===== src/ultc_pkg.sv =====
package ultc_pkg;

	// register index map (no offsets printed; chosen locally)
	localparam logic [2:0] ADDR_RX_IRQ_LEVEL  = 3'h0;
	localparam logic [2:0] ADDR_FLOW_UPPER    = 3'h1;
	localparam logic [2:0] ADDR_FLOW_LOWER    = 3'h2;
	localparam logic [2:0] ADDR_CLK_FRACTION  = 3'h3;
	localparam logic [2:0] ADDR_OVERSAMPLE    = 3'h4;
	localparam logic [2:0] ADDR_TURNAROUND    = 3'h5;
	localparam logic [2:0] ADDR_FEATURE_TWO   = 3'h6;
	localparam logic [2:0] ADDR_STATUS        = 3'h7;

	// reset values
	localparam logic [7:0] RST_LEVEL          = 8'h00;
	localparam logic [3:0] RST_FRACTION       = 4'h0;
	localparam logic [1:0] RST_OVERSAMPLE     = 2'h0;
	localparam logic [7:0] RST_TURNAROUND     = 8'h00;
	localparam logic [7:0] RST_FEATURE_TWO    = 8'h00;

	// field positions and widths
	localparam int FRACTION_W                 = 4;
	localparam int OVERSAMPLE_W               = 2;
	localparam int FT_NINE_BIT_POS            = 0;
	localparam int FT_DTR_SELECT_POS          = 3;
	localparam int FT_TX_CONTROL_POS          = 4;
	localparam int FT_INVERT_POS              = 5;

	// oversampling codes
	localparam logic [1:0] OVS_16X            = 2'h0;
	localparam logic [1:0] OVS_8X             = 2'h1;
	localparam logic [1:0] OVS_4X             = 2'h2;
	localparam logic [4:0] OVS_RATE_16        = 5'h10;
	localparam logic [4:0] OVS_RATE_8         = 5'h08;
	localparam logic [4:0] OVS_RATE_4         = 5'h04;

	// fraction granularity in sixteenths
	localparam logic [4:0] FRACTION_ONE       = 5'h10;

	typedef struct packed {
		logic [7:0] rx_irq_level;
		logic [7:0] flow_upper;
		logic [7:0] flow_lower;
	} ultc_levels_s;

	typedef struct packed {
		logic       write;
		logic       read;
		logic [2:0] addr;
		logic [7:0] wdata;
	} ultc_bus_s;

endpackage : ultc_pkg


===== src/ultc_turnaround.sv =====
// counts bit times down after the last transmitted bit
module ultc_turnaround #(
	parameter int CNT_W = 8
) (
	input  wire logic             clk_sys,
	input  wire logic             reset_n,
	input  wire logic             start,
	input  wire logic             bit_tick,
	input  wire logic [CNT_W-1:0] delay,
	output logic                  busy_q,
	output logic                  done
);

	logic [CNT_W-1:0] count_q;

	always_ff @(posedge clk_sys or negedge reset_n)
	begin
		if (!reset_n)
		begin
			count_q <= '0;
			busy_q  <= 1'b0;
		end
		else if (start)
		begin
			count_q <= delay;
			busy_q  <= 1'b1;
		end
		else if (busy_q && (count_q == '0))
			busy_q <= 1'b0;
		else if (busy_q && bit_tick)
			count_q <= count_q - 1'b1;
	end

	// zero reached: one-cycle pulse
	assign done = busy_q && (count_q == '0) && !start;

	a_done_at_zero: assert property (@(posedge clk_sys) disable iff (!reset_n)
		done |=> !busy_q) else $error("turnaround busy after done");

	a_load_delay: assert property (@(posedge clk_sys) disable iff (!reset_n)
		start |=> busy_q && count_q == $past(delay)) else $error("delay not loaded");

	a_step_per_tick: assert property (@(posedge clk_sys) disable iff (!reset_n)
		busy_q && !start && bit_tick && count_q != '0 |=> count_q == $past(count_q) - 1'b1)
		else $error("count did not step on bit tick");

	c_full_countdown: cover property (@(posedge clk_sys) disable iff (!reset_n)
		start ##[1:600] done);

endmodule : ultc_turnaround


===== src/ultc_level_timing.sv =====
module ultc_level_timing (
	input  wire logic                clk_sys,
	input  wire logic                reset_n,
	input  wire ultc_pkg::ultc_bus_s bus,
	output logic [7:0]               rdata_q,
	input  wire logic                fifo_mode_128,
	input  wire logic [7:0]          fifo_ctrl_rx_level,
	input  wire logic                tx_active,
	input  wire logic                tx_last_bit_done,
	input  wire logic                bit_tick,
	input  wire logic                rts_modem_n,
	input  wire logic                dtr_modem_n,
	output ultc_pkg::ultc_levels_s   levels_q,
	output logic [7:0]               rx_trigger_bytes,
	output logic                     ref_clk_en,
	output logic [4:0]               oversample_rate,
	output logic                     rts_pin_n,
	output logic                     dtr_pin_n,
	output logic                     nine_bit_mode
);

	ultc_pkg::ultc_levels_s lvl_q;
	logic [7:0]             raw_irq_q;
	logic [7:0]             raw_upper_q;
	logic [7:0]             raw_lower_q;
	logic [3:0]             fraction_q;
	logic [1:0]             oversample_q;
	logic [7:0]             turnaround_q;
	logic [7:0]             feature_q;
	logic                   dir_tx_q;
	logic                   ta_busy;
	logic                   ta_done;
	logic [4:0]             frac_acc_q;
	logic [5:0]             frac_sum;
	logic                   dir_level;
	logic                   ctrl_on;
	logic                   ctrl_sel_dtr;

	// decoding 0..0x80 to byte counts 1..128
	function automatic logic [7:0] ultc_level_decode(input logic [7:0] code);
		logic [7:0] res;
		res = code;
		if (code == 8'h00)
			res = 8'h01;
		else if (code > 8'h80)
			res = 8'h80;
		return res;
	endfunction : ultc_level_decode

	// register writes
	always_ff @(posedge clk_sys or negedge reset_n)
	begin
		if (!reset_n)
		begin
			raw_irq_q    <= ultc_pkg::RST_LEVEL;
			raw_upper_q  <= ultc_pkg::RST_LEVEL;
			raw_lower_q  <= ultc_pkg::RST_LEVEL;
			fraction_q   <= ultc_pkg::RST_FRACTION;
			oversample_q <= ultc_pkg::RST_OVERSAMPLE;
			turnaround_q <= ultc_pkg::RST_TURNAROUND;
			feature_q    <= ultc_pkg::RST_FEATURE_TWO;
		end
		else if (bus.write)
		begin
			case (bus.addr)
				ultc_pkg::ADDR_RX_IRQ_LEVEL: raw_irq_q    <= bus.wdata;
				ultc_pkg::ADDR_FLOW_UPPER:   raw_upper_q  <= bus.wdata;
				ultc_pkg::ADDR_FLOW_LOWER:   raw_lower_q  <= bus.wdata;
				ultc_pkg::ADDR_CLK_FRACTION: fraction_q   <= bus.wdata[3:0];
				ultc_pkg::ADDR_OVERSAMPLE:   oversample_q <= bus.wdata[1:0];
				ultc_pkg::ADDR_TURNAROUND:   turnaround_q <= bus.wdata;
				ultc_pkg::ADDR_FEATURE_TWO:  feature_q    <= bus.wdata;
				default: ;
			endcase
		end
	end

	// decoded byte levels, registered
	always_ff @(posedge clk_sys or negedge reset_n)
	begin
		if (!reset_n)
			lvl_q <= '0;
		else
		begin
			lvl_q.rx_irq_level <= ultc_level_decode(raw_irq_q);
			lvl_q.flow_upper   <= ultc_level_decode(raw_upper_q);
			lvl_q.flow_lower   <= ultc_level_decode(raw_lower_q);
		end
	end
	assign levels_q = lvl_q;

	assign rx_trigger_bytes = fifo_mode_128 ? lvl_q.rx_irq_level : fifo_ctrl_rx_level;

	always_comb
	begin
		case (oversample_q)
			ultc_pkg::OVS_8X: oversample_rate = ultc_pkg::OVS_RATE_8;
			ultc_pkg::OVS_4X: oversample_rate = ultc_pkg::OVS_RATE_4;
			default:          oversample_rate = ultc_pkg::OVS_RATE_16;
		endcase
	end

	assign frac_sum   = {1'b0, frac_acc_q} + {2'b00, fraction_q};
	assign ref_clk_en = (fraction_q == '0) || (frac_sum < 6'(ultc_pkg::FRACTION_ONE));
	always_ff @(posedge clk_sys or negedge reset_n)
	begin
		if (!reset_n)
			frac_acc_q <= '0;
		else if (fraction_q == '0)
			frac_acc_q <= '0;
		else if (frac_sum >= 6'(ultc_pkg::FRACTION_ONE))
			frac_acc_q <= 5'(frac_sum - 6'(ultc_pkg::FRACTION_ONE));
		else
			frac_acc_q <= frac_sum[4:0];
	end

	assign nine_bit_mode = feature_q[ultc_pkg::FT_NINE_BIT_POS];
	assign ctrl_on       = nine_bit_mode && feature_q[ultc_pkg::FT_TX_CONTROL_POS];
	assign ctrl_sel_dtr  = feature_q[ultc_pkg::FT_DTR_SELECT_POS];

	ultc_turnaround #(
		.CNT_W (8)
	) u_turnaround (
		.clk_sys  (clk_sys),
		.reset_n  (reset_n),
		.start    (ctrl_on && tx_last_bit_done),
		.bit_tick (bit_tick),
		.delay    (turnaround_q),
		.busy_q   (ta_busy),
		.done     (ta_done)
	);

	// direction: high while sending, low once turned around
	always_ff @(posedge clk_sys or negedge reset_n)
	begin
		if (!reset_n)
			dir_tx_q <= 1'b0;
		else if (!ctrl_on)
			dir_tx_q <= 1'b0;
		else if (tx_active)
			dir_tx_q <= 1'b1;
		else if (ta_done)
			dir_tx_q <= 1'b0;
	end

	// receive level is logic 0 unless inverted
	assign dir_level = feature_q[ultc_pkg::FT_INVERT_POS] ? ~dir_tx_q : dir_tx_q;

	always_ff @(posedge clk_sys or negedge reset_n)
	begin
		if (!reset_n)
		begin
			rts_pin_n <= 1'b1;
			dtr_pin_n <= 1'b1;
		end
		else
		begin
			rts_pin_n <= (ctrl_on && !ctrl_sel_dtr) ? dir_level : rts_modem_n;
			dtr_pin_n <= (ctrl_on && ctrl_sel_dtr) ? dir_level : dtr_modem_n;
		end
	end

	// register readback; reserved read zero
	always_ff @(posedge clk_sys or negedge reset_n)
	begin
		if (!reset_n)
			rdata_q <= '0;
		else if (bus.read)
		begin
			case (bus.addr)
				ultc_pkg::ADDR_RX_IRQ_LEVEL: rdata_q <= raw_irq_q;
				ultc_pkg::ADDR_FLOW_UPPER:   rdata_q <= raw_upper_q;
				ultc_pkg::ADDR_FLOW_LOWER:   rdata_q <= raw_lower_q;
				ultc_pkg::ADDR_CLK_FRACTION: rdata_q <= {4'h0, fraction_q};
				ultc_pkg::ADDR_OVERSAMPLE:   rdata_q <= {6'h00, oversample_q};
				ultc_pkg::ADDR_TURNAROUND:   rdata_q <= turnaround_q;
				ultc_pkg::ADDR_FEATURE_TWO:  rdata_q <= feature_q;
				ultc_pkg::ADDR_STATUS:       rdata_q <= {6'h00, ta_busy, dir_tx_q};
				default:                     rdata_q <= 8'h00;
			endcase
		end
	end

	// rule guards next to the level, clock and direction logic
	// zero code decode
	a_level_low_code: assert property (@(posedge clk_sys) disable iff (!reset_n)
		raw_irq_q == 8'h00 && $stable(raw_irq_q) |=> lvl_q.rx_irq_level == 8'h01)
		else $error("code zero not one byte");

	a_level_top_code: assert property (@(posedge clk_sys) disable iff (!reset_n)
		raw_irq_q == 8'h80 && $stable(raw_irq_q) |=> lvl_q.rx_irq_level == 8'h80)
		else $error("top code not 128 bytes");

	a_level_mode: assert property (@(posedge clk_sys) disable iff (!reset_n)
		!fifo_mode_128 |-> rx_trigger_bytes == fifo_ctrl_rx_level)
		else $error("level used outside 128 mode");

	a_level_own: assert property (@(posedge clk_sys) disable iff (!reset_n)
		fifo_mode_128 |-> rx_trigger_bytes == lvl_q.rx_irq_level)
		else $error("own level not used in 128 mode");

	a_upper_max: assert property (@(posedge clk_sys) disable iff (!reset_n)
		raw_upper_q == 8'h80 && $stable(raw_upper_q) |=> lvl_q.flow_upper == 8'h80)
		else $error("upper top code not 128");

	a_lower_code: assert property (@(posedge clk_sys) disable iff (!reset_n)
		raw_lower_q == 8'h01 && $stable(raw_lower_q) |=> lvl_q.flow_lower == 8'h01)
		else $error("lower code one wrong");

	a_fraction_rd: assert property (@(posedge clk_sys) disable iff (!reset_n)
		bus.read && bus.addr == ultc_pkg::ADDR_CLK_FRACTION |=> rdata_q[7:4] == 4'h0)
		else $error("prescaler reserved bits nonzero");

	a_ovs_rate: assert property (@(posedge clk_sys) disable iff (!reset_n)
		oversample_q == ultc_pkg::OVS_4X |-> oversample_rate == ultc_pkg::OVS_RATE_4)
		else $error("4x code gives wrong rate");

	a_ovs_reserved: assert property (@(posedge clk_sys) disable iff (!reset_n)
		oversample_q == 2'h3 |-> oversample_rate == ultc_pkg::OVS_RATE_16)
		else $error("reserved code not 16x");

	a_dir_hold: assert property (@(posedge clk_sys) disable iff (!reset_n)
		dir_tx_q && ctrl_on && !ctrl_sel_dtr
		&& !feature_q[ultc_pkg::FT_INVERT_POS] |=> rts_pin_n == 1'b1)
		else $error("direction pin low while sending");

	a_turn_release: assert property (@(posedge clk_sys) disable iff (!reset_n)
		ta_done && !tx_active && ctrl_on && !ctrl_sel_dtr
		&& !feature_q[ultc_pkg::FT_INVERT_POS]
		##1 ctrl_on && !ctrl_sel_dtr && !feature_q[ultc_pkg::FT_INVERT_POS]
		|=> rts_pin_n == 1'b0) else $error("direction pin not low after countdown");

	a_dtr_release: assert property (@(posedge clk_sys) disable iff (!reset_n)
		ta_done && !tx_active && ctrl_on && ctrl_sel_dtr
		&& !feature_q[ultc_pkg::FT_INVERT_POS]
		##1 ctrl_on && ctrl_sel_dtr && !feature_q[ultc_pkg::FT_INVERT_POS]
		|=> dtr_pin_n == 1'b0) else $error("second pin not low after countdown");

	a_start_gate: assert property (@(posedge clk_sys) disable iff (!reset_n)
		tx_last_bit_done && !ctrl_on && !ta_busy |=> !ta_busy)
		else $error("countdown started without control enable");

	a_no_ctrl: assert property (@(posedge clk_sys) disable iff (!reset_n)
		!ctrl_on |=> rts_pin_n == $past(rts_modem_n) && dtr_pin_n == $past(dtr_modem_n))
		else $error("pin driven without control enable");

	a_ref_undiv: assert property (@(posedge clk_sys) disable iff (!reset_n)
		fraction_q == 4'h0 |-> ref_clk_en) else $error("zero prescaler divides");

	// main scenarios reached
	c_turnaround: cover property (@(posedge clk_sys) disable iff (!reset_n)
		ctrl_on && tx_last_bit_done ##[1:300] ta_done);
	c_dtr_path: cover property (@(posedge clk_sys) disable iff (!reset_n)
		ctrl_on && ctrl_sel_dtr && ta_done);
	c_mode_32: cover property (@(posedge clk_sys) disable iff (!reset_n) !fifo_mode_128);

endmodule : ultc_level_timing


===== config.mk =====
export PLATFORM = sky130hd
export DESIGN_NAME = ultc_level_timing
export DESIGN_NICKNAME = d
export VERILOG_FILES = /design/src/ultc_pkg.sv /design/src/ultc_turnaround.sv /design/src/ultc_level_timing.sv
export SDC_FILE = /design/constraint.sdc
export NUM_CORES = 1
export LEC_CHECK = 0
export CAP_MARGIN = 30
export CORE_UTILIZATION = 55
export CTS_CLUSTER_DIAMETER = 60
export CTS_CLUSTER_SIZE = 25
export DETAILED_ROUTE_END_ITERATION = 8
export DONT_BUFFER_PORTS = 1
export PLACE_DENSITY = 0.73
export SETUP_SLACK_MARGIN = 0.2
export SYNTH_ARGS = -nofsm -noshare
export SYNTH_HDL_FRONTEND = slang
export SYNTH_SLANG_ARGS = --single-unit

===== constraint.sdc =====
create_clock -name clk_sys -period 1.6 [get_ports clk_sys]
set_input_delay 0.16 -clock clk_sys [delete_from_list [all_inputs] [get_ports clk_sys]]
set_output_delay 0.16 -clock clk_sys [all_outputs]
set_load 0.1 [all_outputs]

==> results.txt <==
Ys Warns = 0
worst hold path type = primary input to async pin
min cycle time layout = 2.108 ns
most frequent cell after synthesis = dfrtp_1
VDD IR max = 0.8626 mV
CTS tree = built
vias in the first global route = 3,078
Initial Util = 56.58%
TritonRoute pass-1 iters = 4
headroom to the max-slew limit = 50.71%
H-tree levels = 3
Reg clk slew, reported paths = 0.09 ns
Synth top cells by count = dfrtp_1, mux2_2, nor2b_1
Max Transition Viols Final = 0
CTS sink cnt = 95
synth-to-layout area growth = 26.70%
Clk Latency, worst-skew pair = 0.36 ns
Hold Vio Cnt, Final = 95
Critical R2R Launch = fraction_q[0]
layout net count = 471
hold_buf cts = 13
total track usage = 24.59%
WS Path Type = flop to primary output
setup violators final = 1
area share of the largest cell type after synthesis = 53.51%
RSZ-0062 raised after global routing = true
Antenna Diode Count = 0
final WL = 9729 um
dpl ws = -0.2243 ns
most frequently used flop master after synthesis = dfrtp_1
cell leakage power = 2.412 nW
Setup Skew = 0.006114 ns
Final TNS setup = -0.5084 ns
CTS buffer count = 9
largest net degree at the start of global routing = 96
detailed-route via count = 3,124
asr flop ratio synth = 100.0%
sequential cell area fraction in the yosys report = 54.72%
Crit. End Element = primary output
first-pass GRT wire length = 15,550 um
Crit. Startpoint = fraction_q[0]
Power per Cell Area = 1779 nW/um^2
drt wl/cell = 18.02 um
Starting DRT DRC Count = 197
Post-synth EDFFs = 0
Crit path required time = 1.44 ns
largest area contributor in the netlist = dfrtp_1
worst slew pin tran = 0.7378 ns
Setup crit start kind = flop
Netlist cell types = 46
critical-path maximum fanout = 3
clk buf depth = 2
Port Buf Inserts = 0
Synth Cell Area = 4349 sq um
Avg Inst Size Synth = 11.88 sq um
Max-Cap Viols = 0
fmax = 474.3 MHz
outcome = finished with violations
failing checks = negative hold slack, negative setup slack
CP Data Arrival Time = 1.95 ns
synth top area cells = dfrtp_1, mux2_2, nor2b_1
number of routed nets with antenna violations = 0
initial antenna violation count = 0
root buffer cell = clkbuf_8
Overflow after GRT = 0
DR DRC count = 0
I/O pin count = 78
Post-DP HPWL = 6346 um
width of the die = 90.93 um
GPL Wtd Cong = 0.8331
vias per cell = 5.785
period utilisation layout = 131.8%
share of cells above drive strength 1 = 42.69%
# rows = 32
Yosys reg bits = 95
Syn Inst Count = 366
hold_ws = -0.5117 ns
Final WS setup = -0.5084 ns
die footprint = 8267 sq um
Die H = 90.93 um
Overall Power = 9.805 mW
Core ar. = 7687 sq um
worst paths after layout:
| check | depth (start not counted) | slack [ns] | to |
|---|---|---|---|
| setup / recovery | 6 | -0.51 | ref_clk_en |
| hold / removal | 0 | -0.51 | raw_upper_q[5] |
| setup reg to reg | 6 | 0.01 | frac_acc_q[4] |
| hold reg to reg | 1 | 0.52 | feature_q[6] |
| max in group asynchronous | 0 | 1.90 | dtr_pin_n |
| min in group clk_sys | 3 | 0.05 | rdata_q[3] |
critical path, stage by stage, from the launching register on:
cell      delay [ns]
dfrtp_1         0.39
ha_2            0.19
fa_2            0.37
a211oi_2        0.23
nor3_2          0.09
o21ai_4         0.15
buf_12          0.19
cell usage in the layout (no fill, tap or decap), types with 3 or more instances in the layout:
master         instances
nor2_1                23
ha_4                   4
o221ai_1               3
clkbuf_8               9
o21ai_0               12
inv_1                  6
mux2i_1                7
inv_2                  4
a21oi_1               14
buf_12                 4
nor3_2                 3
xnor2_1                5
nor4_1                 4
buf_4                 58
a221oi_1               9
nor2b_1               26
dlygate4sd3_1         13
ha_1                   3
dfrtp_1               80
dfrtp_2               12
nand3_1                4
mux2_4                 9
mux2_2                46
a21oi_2                5
nand2_1               17
state kept, by name, summed over array words and instances (netlist names):
signal / count
u_turnaround.busy_q: 1
raw_upper_q: 8
oversample_q: 2
raw_lower_q: 8
turnaround_q: 8
u_turnaround.count_q: 8
levels_q: 24
fraction_q: 4
frac_acc_q: 5
raw_irq_q: 8
rdata_q: 8
dtr_pin_n: 1
dir_tx_q: 1
rts_pin_n: 1
feature_q: 8
where the power goes:
group / leakage (nW) / switching, mW / internal (mW)
Sequential: 1.14 / 0.598 / 3.04
Clock: 0.114 / 0.823 / 0.885
Combinational: 1.16 / 2.88 / 1.58
per-stage QoR:
stage	utilization [%]	cells	area, sq um
final	71.68	540	5510
after global routing	71.68	540	5510
after CTS	70.49	537	5419
after detailed placement	63.87	501	4910
after global placement	63.87	501	4910
after floorplan	-	367	4463
what timing repair did:
item,CTS,global route
buffers inserted,7,3
resized for setup,24,16
pin swaps,17,15
endpoints found under the setup margin,14,20
hold endpoints to repair,152,95
routing by layer:
layer | part of all wire (%) | up-vias | global-route usage [%]
met4 | 2.4 | 0 | 7.540
met3 | 4.9 | 20 | 5.892
met2 | 49 | 105 | 38.95
met1 | 44 | 1571 | 33.79
met5 | 0 | - | 0
li1 | - | 1428 | -
area by class of cell:
cell class	count	area [sq um]
repair buffers	77	668.1
well taps	102	127.6
clock inverters	7	96.34
flip-flops and latches	95	2406
clock buffers	9	123.9
multi-input cells	240	2051
inverters	10	37.54
fillers	556	2177
cell families after synthesis:
kind of cell               count (synthesis)  share of synthesized area (%)
and+or+nand+nor                          101                          13.06
muxes                                     62                          15.85
buffers and inverters                     32                          3.136
xor gates and xnor gates                   8                          1.611
adders and majority gates                  9                          2.762
DFF                                       95                          54.72
AOI/OAI and AO/OA                         58                          8.774
other                                      1                        0.08622
No activity file was read; power rests on OpenSTA's default activity.
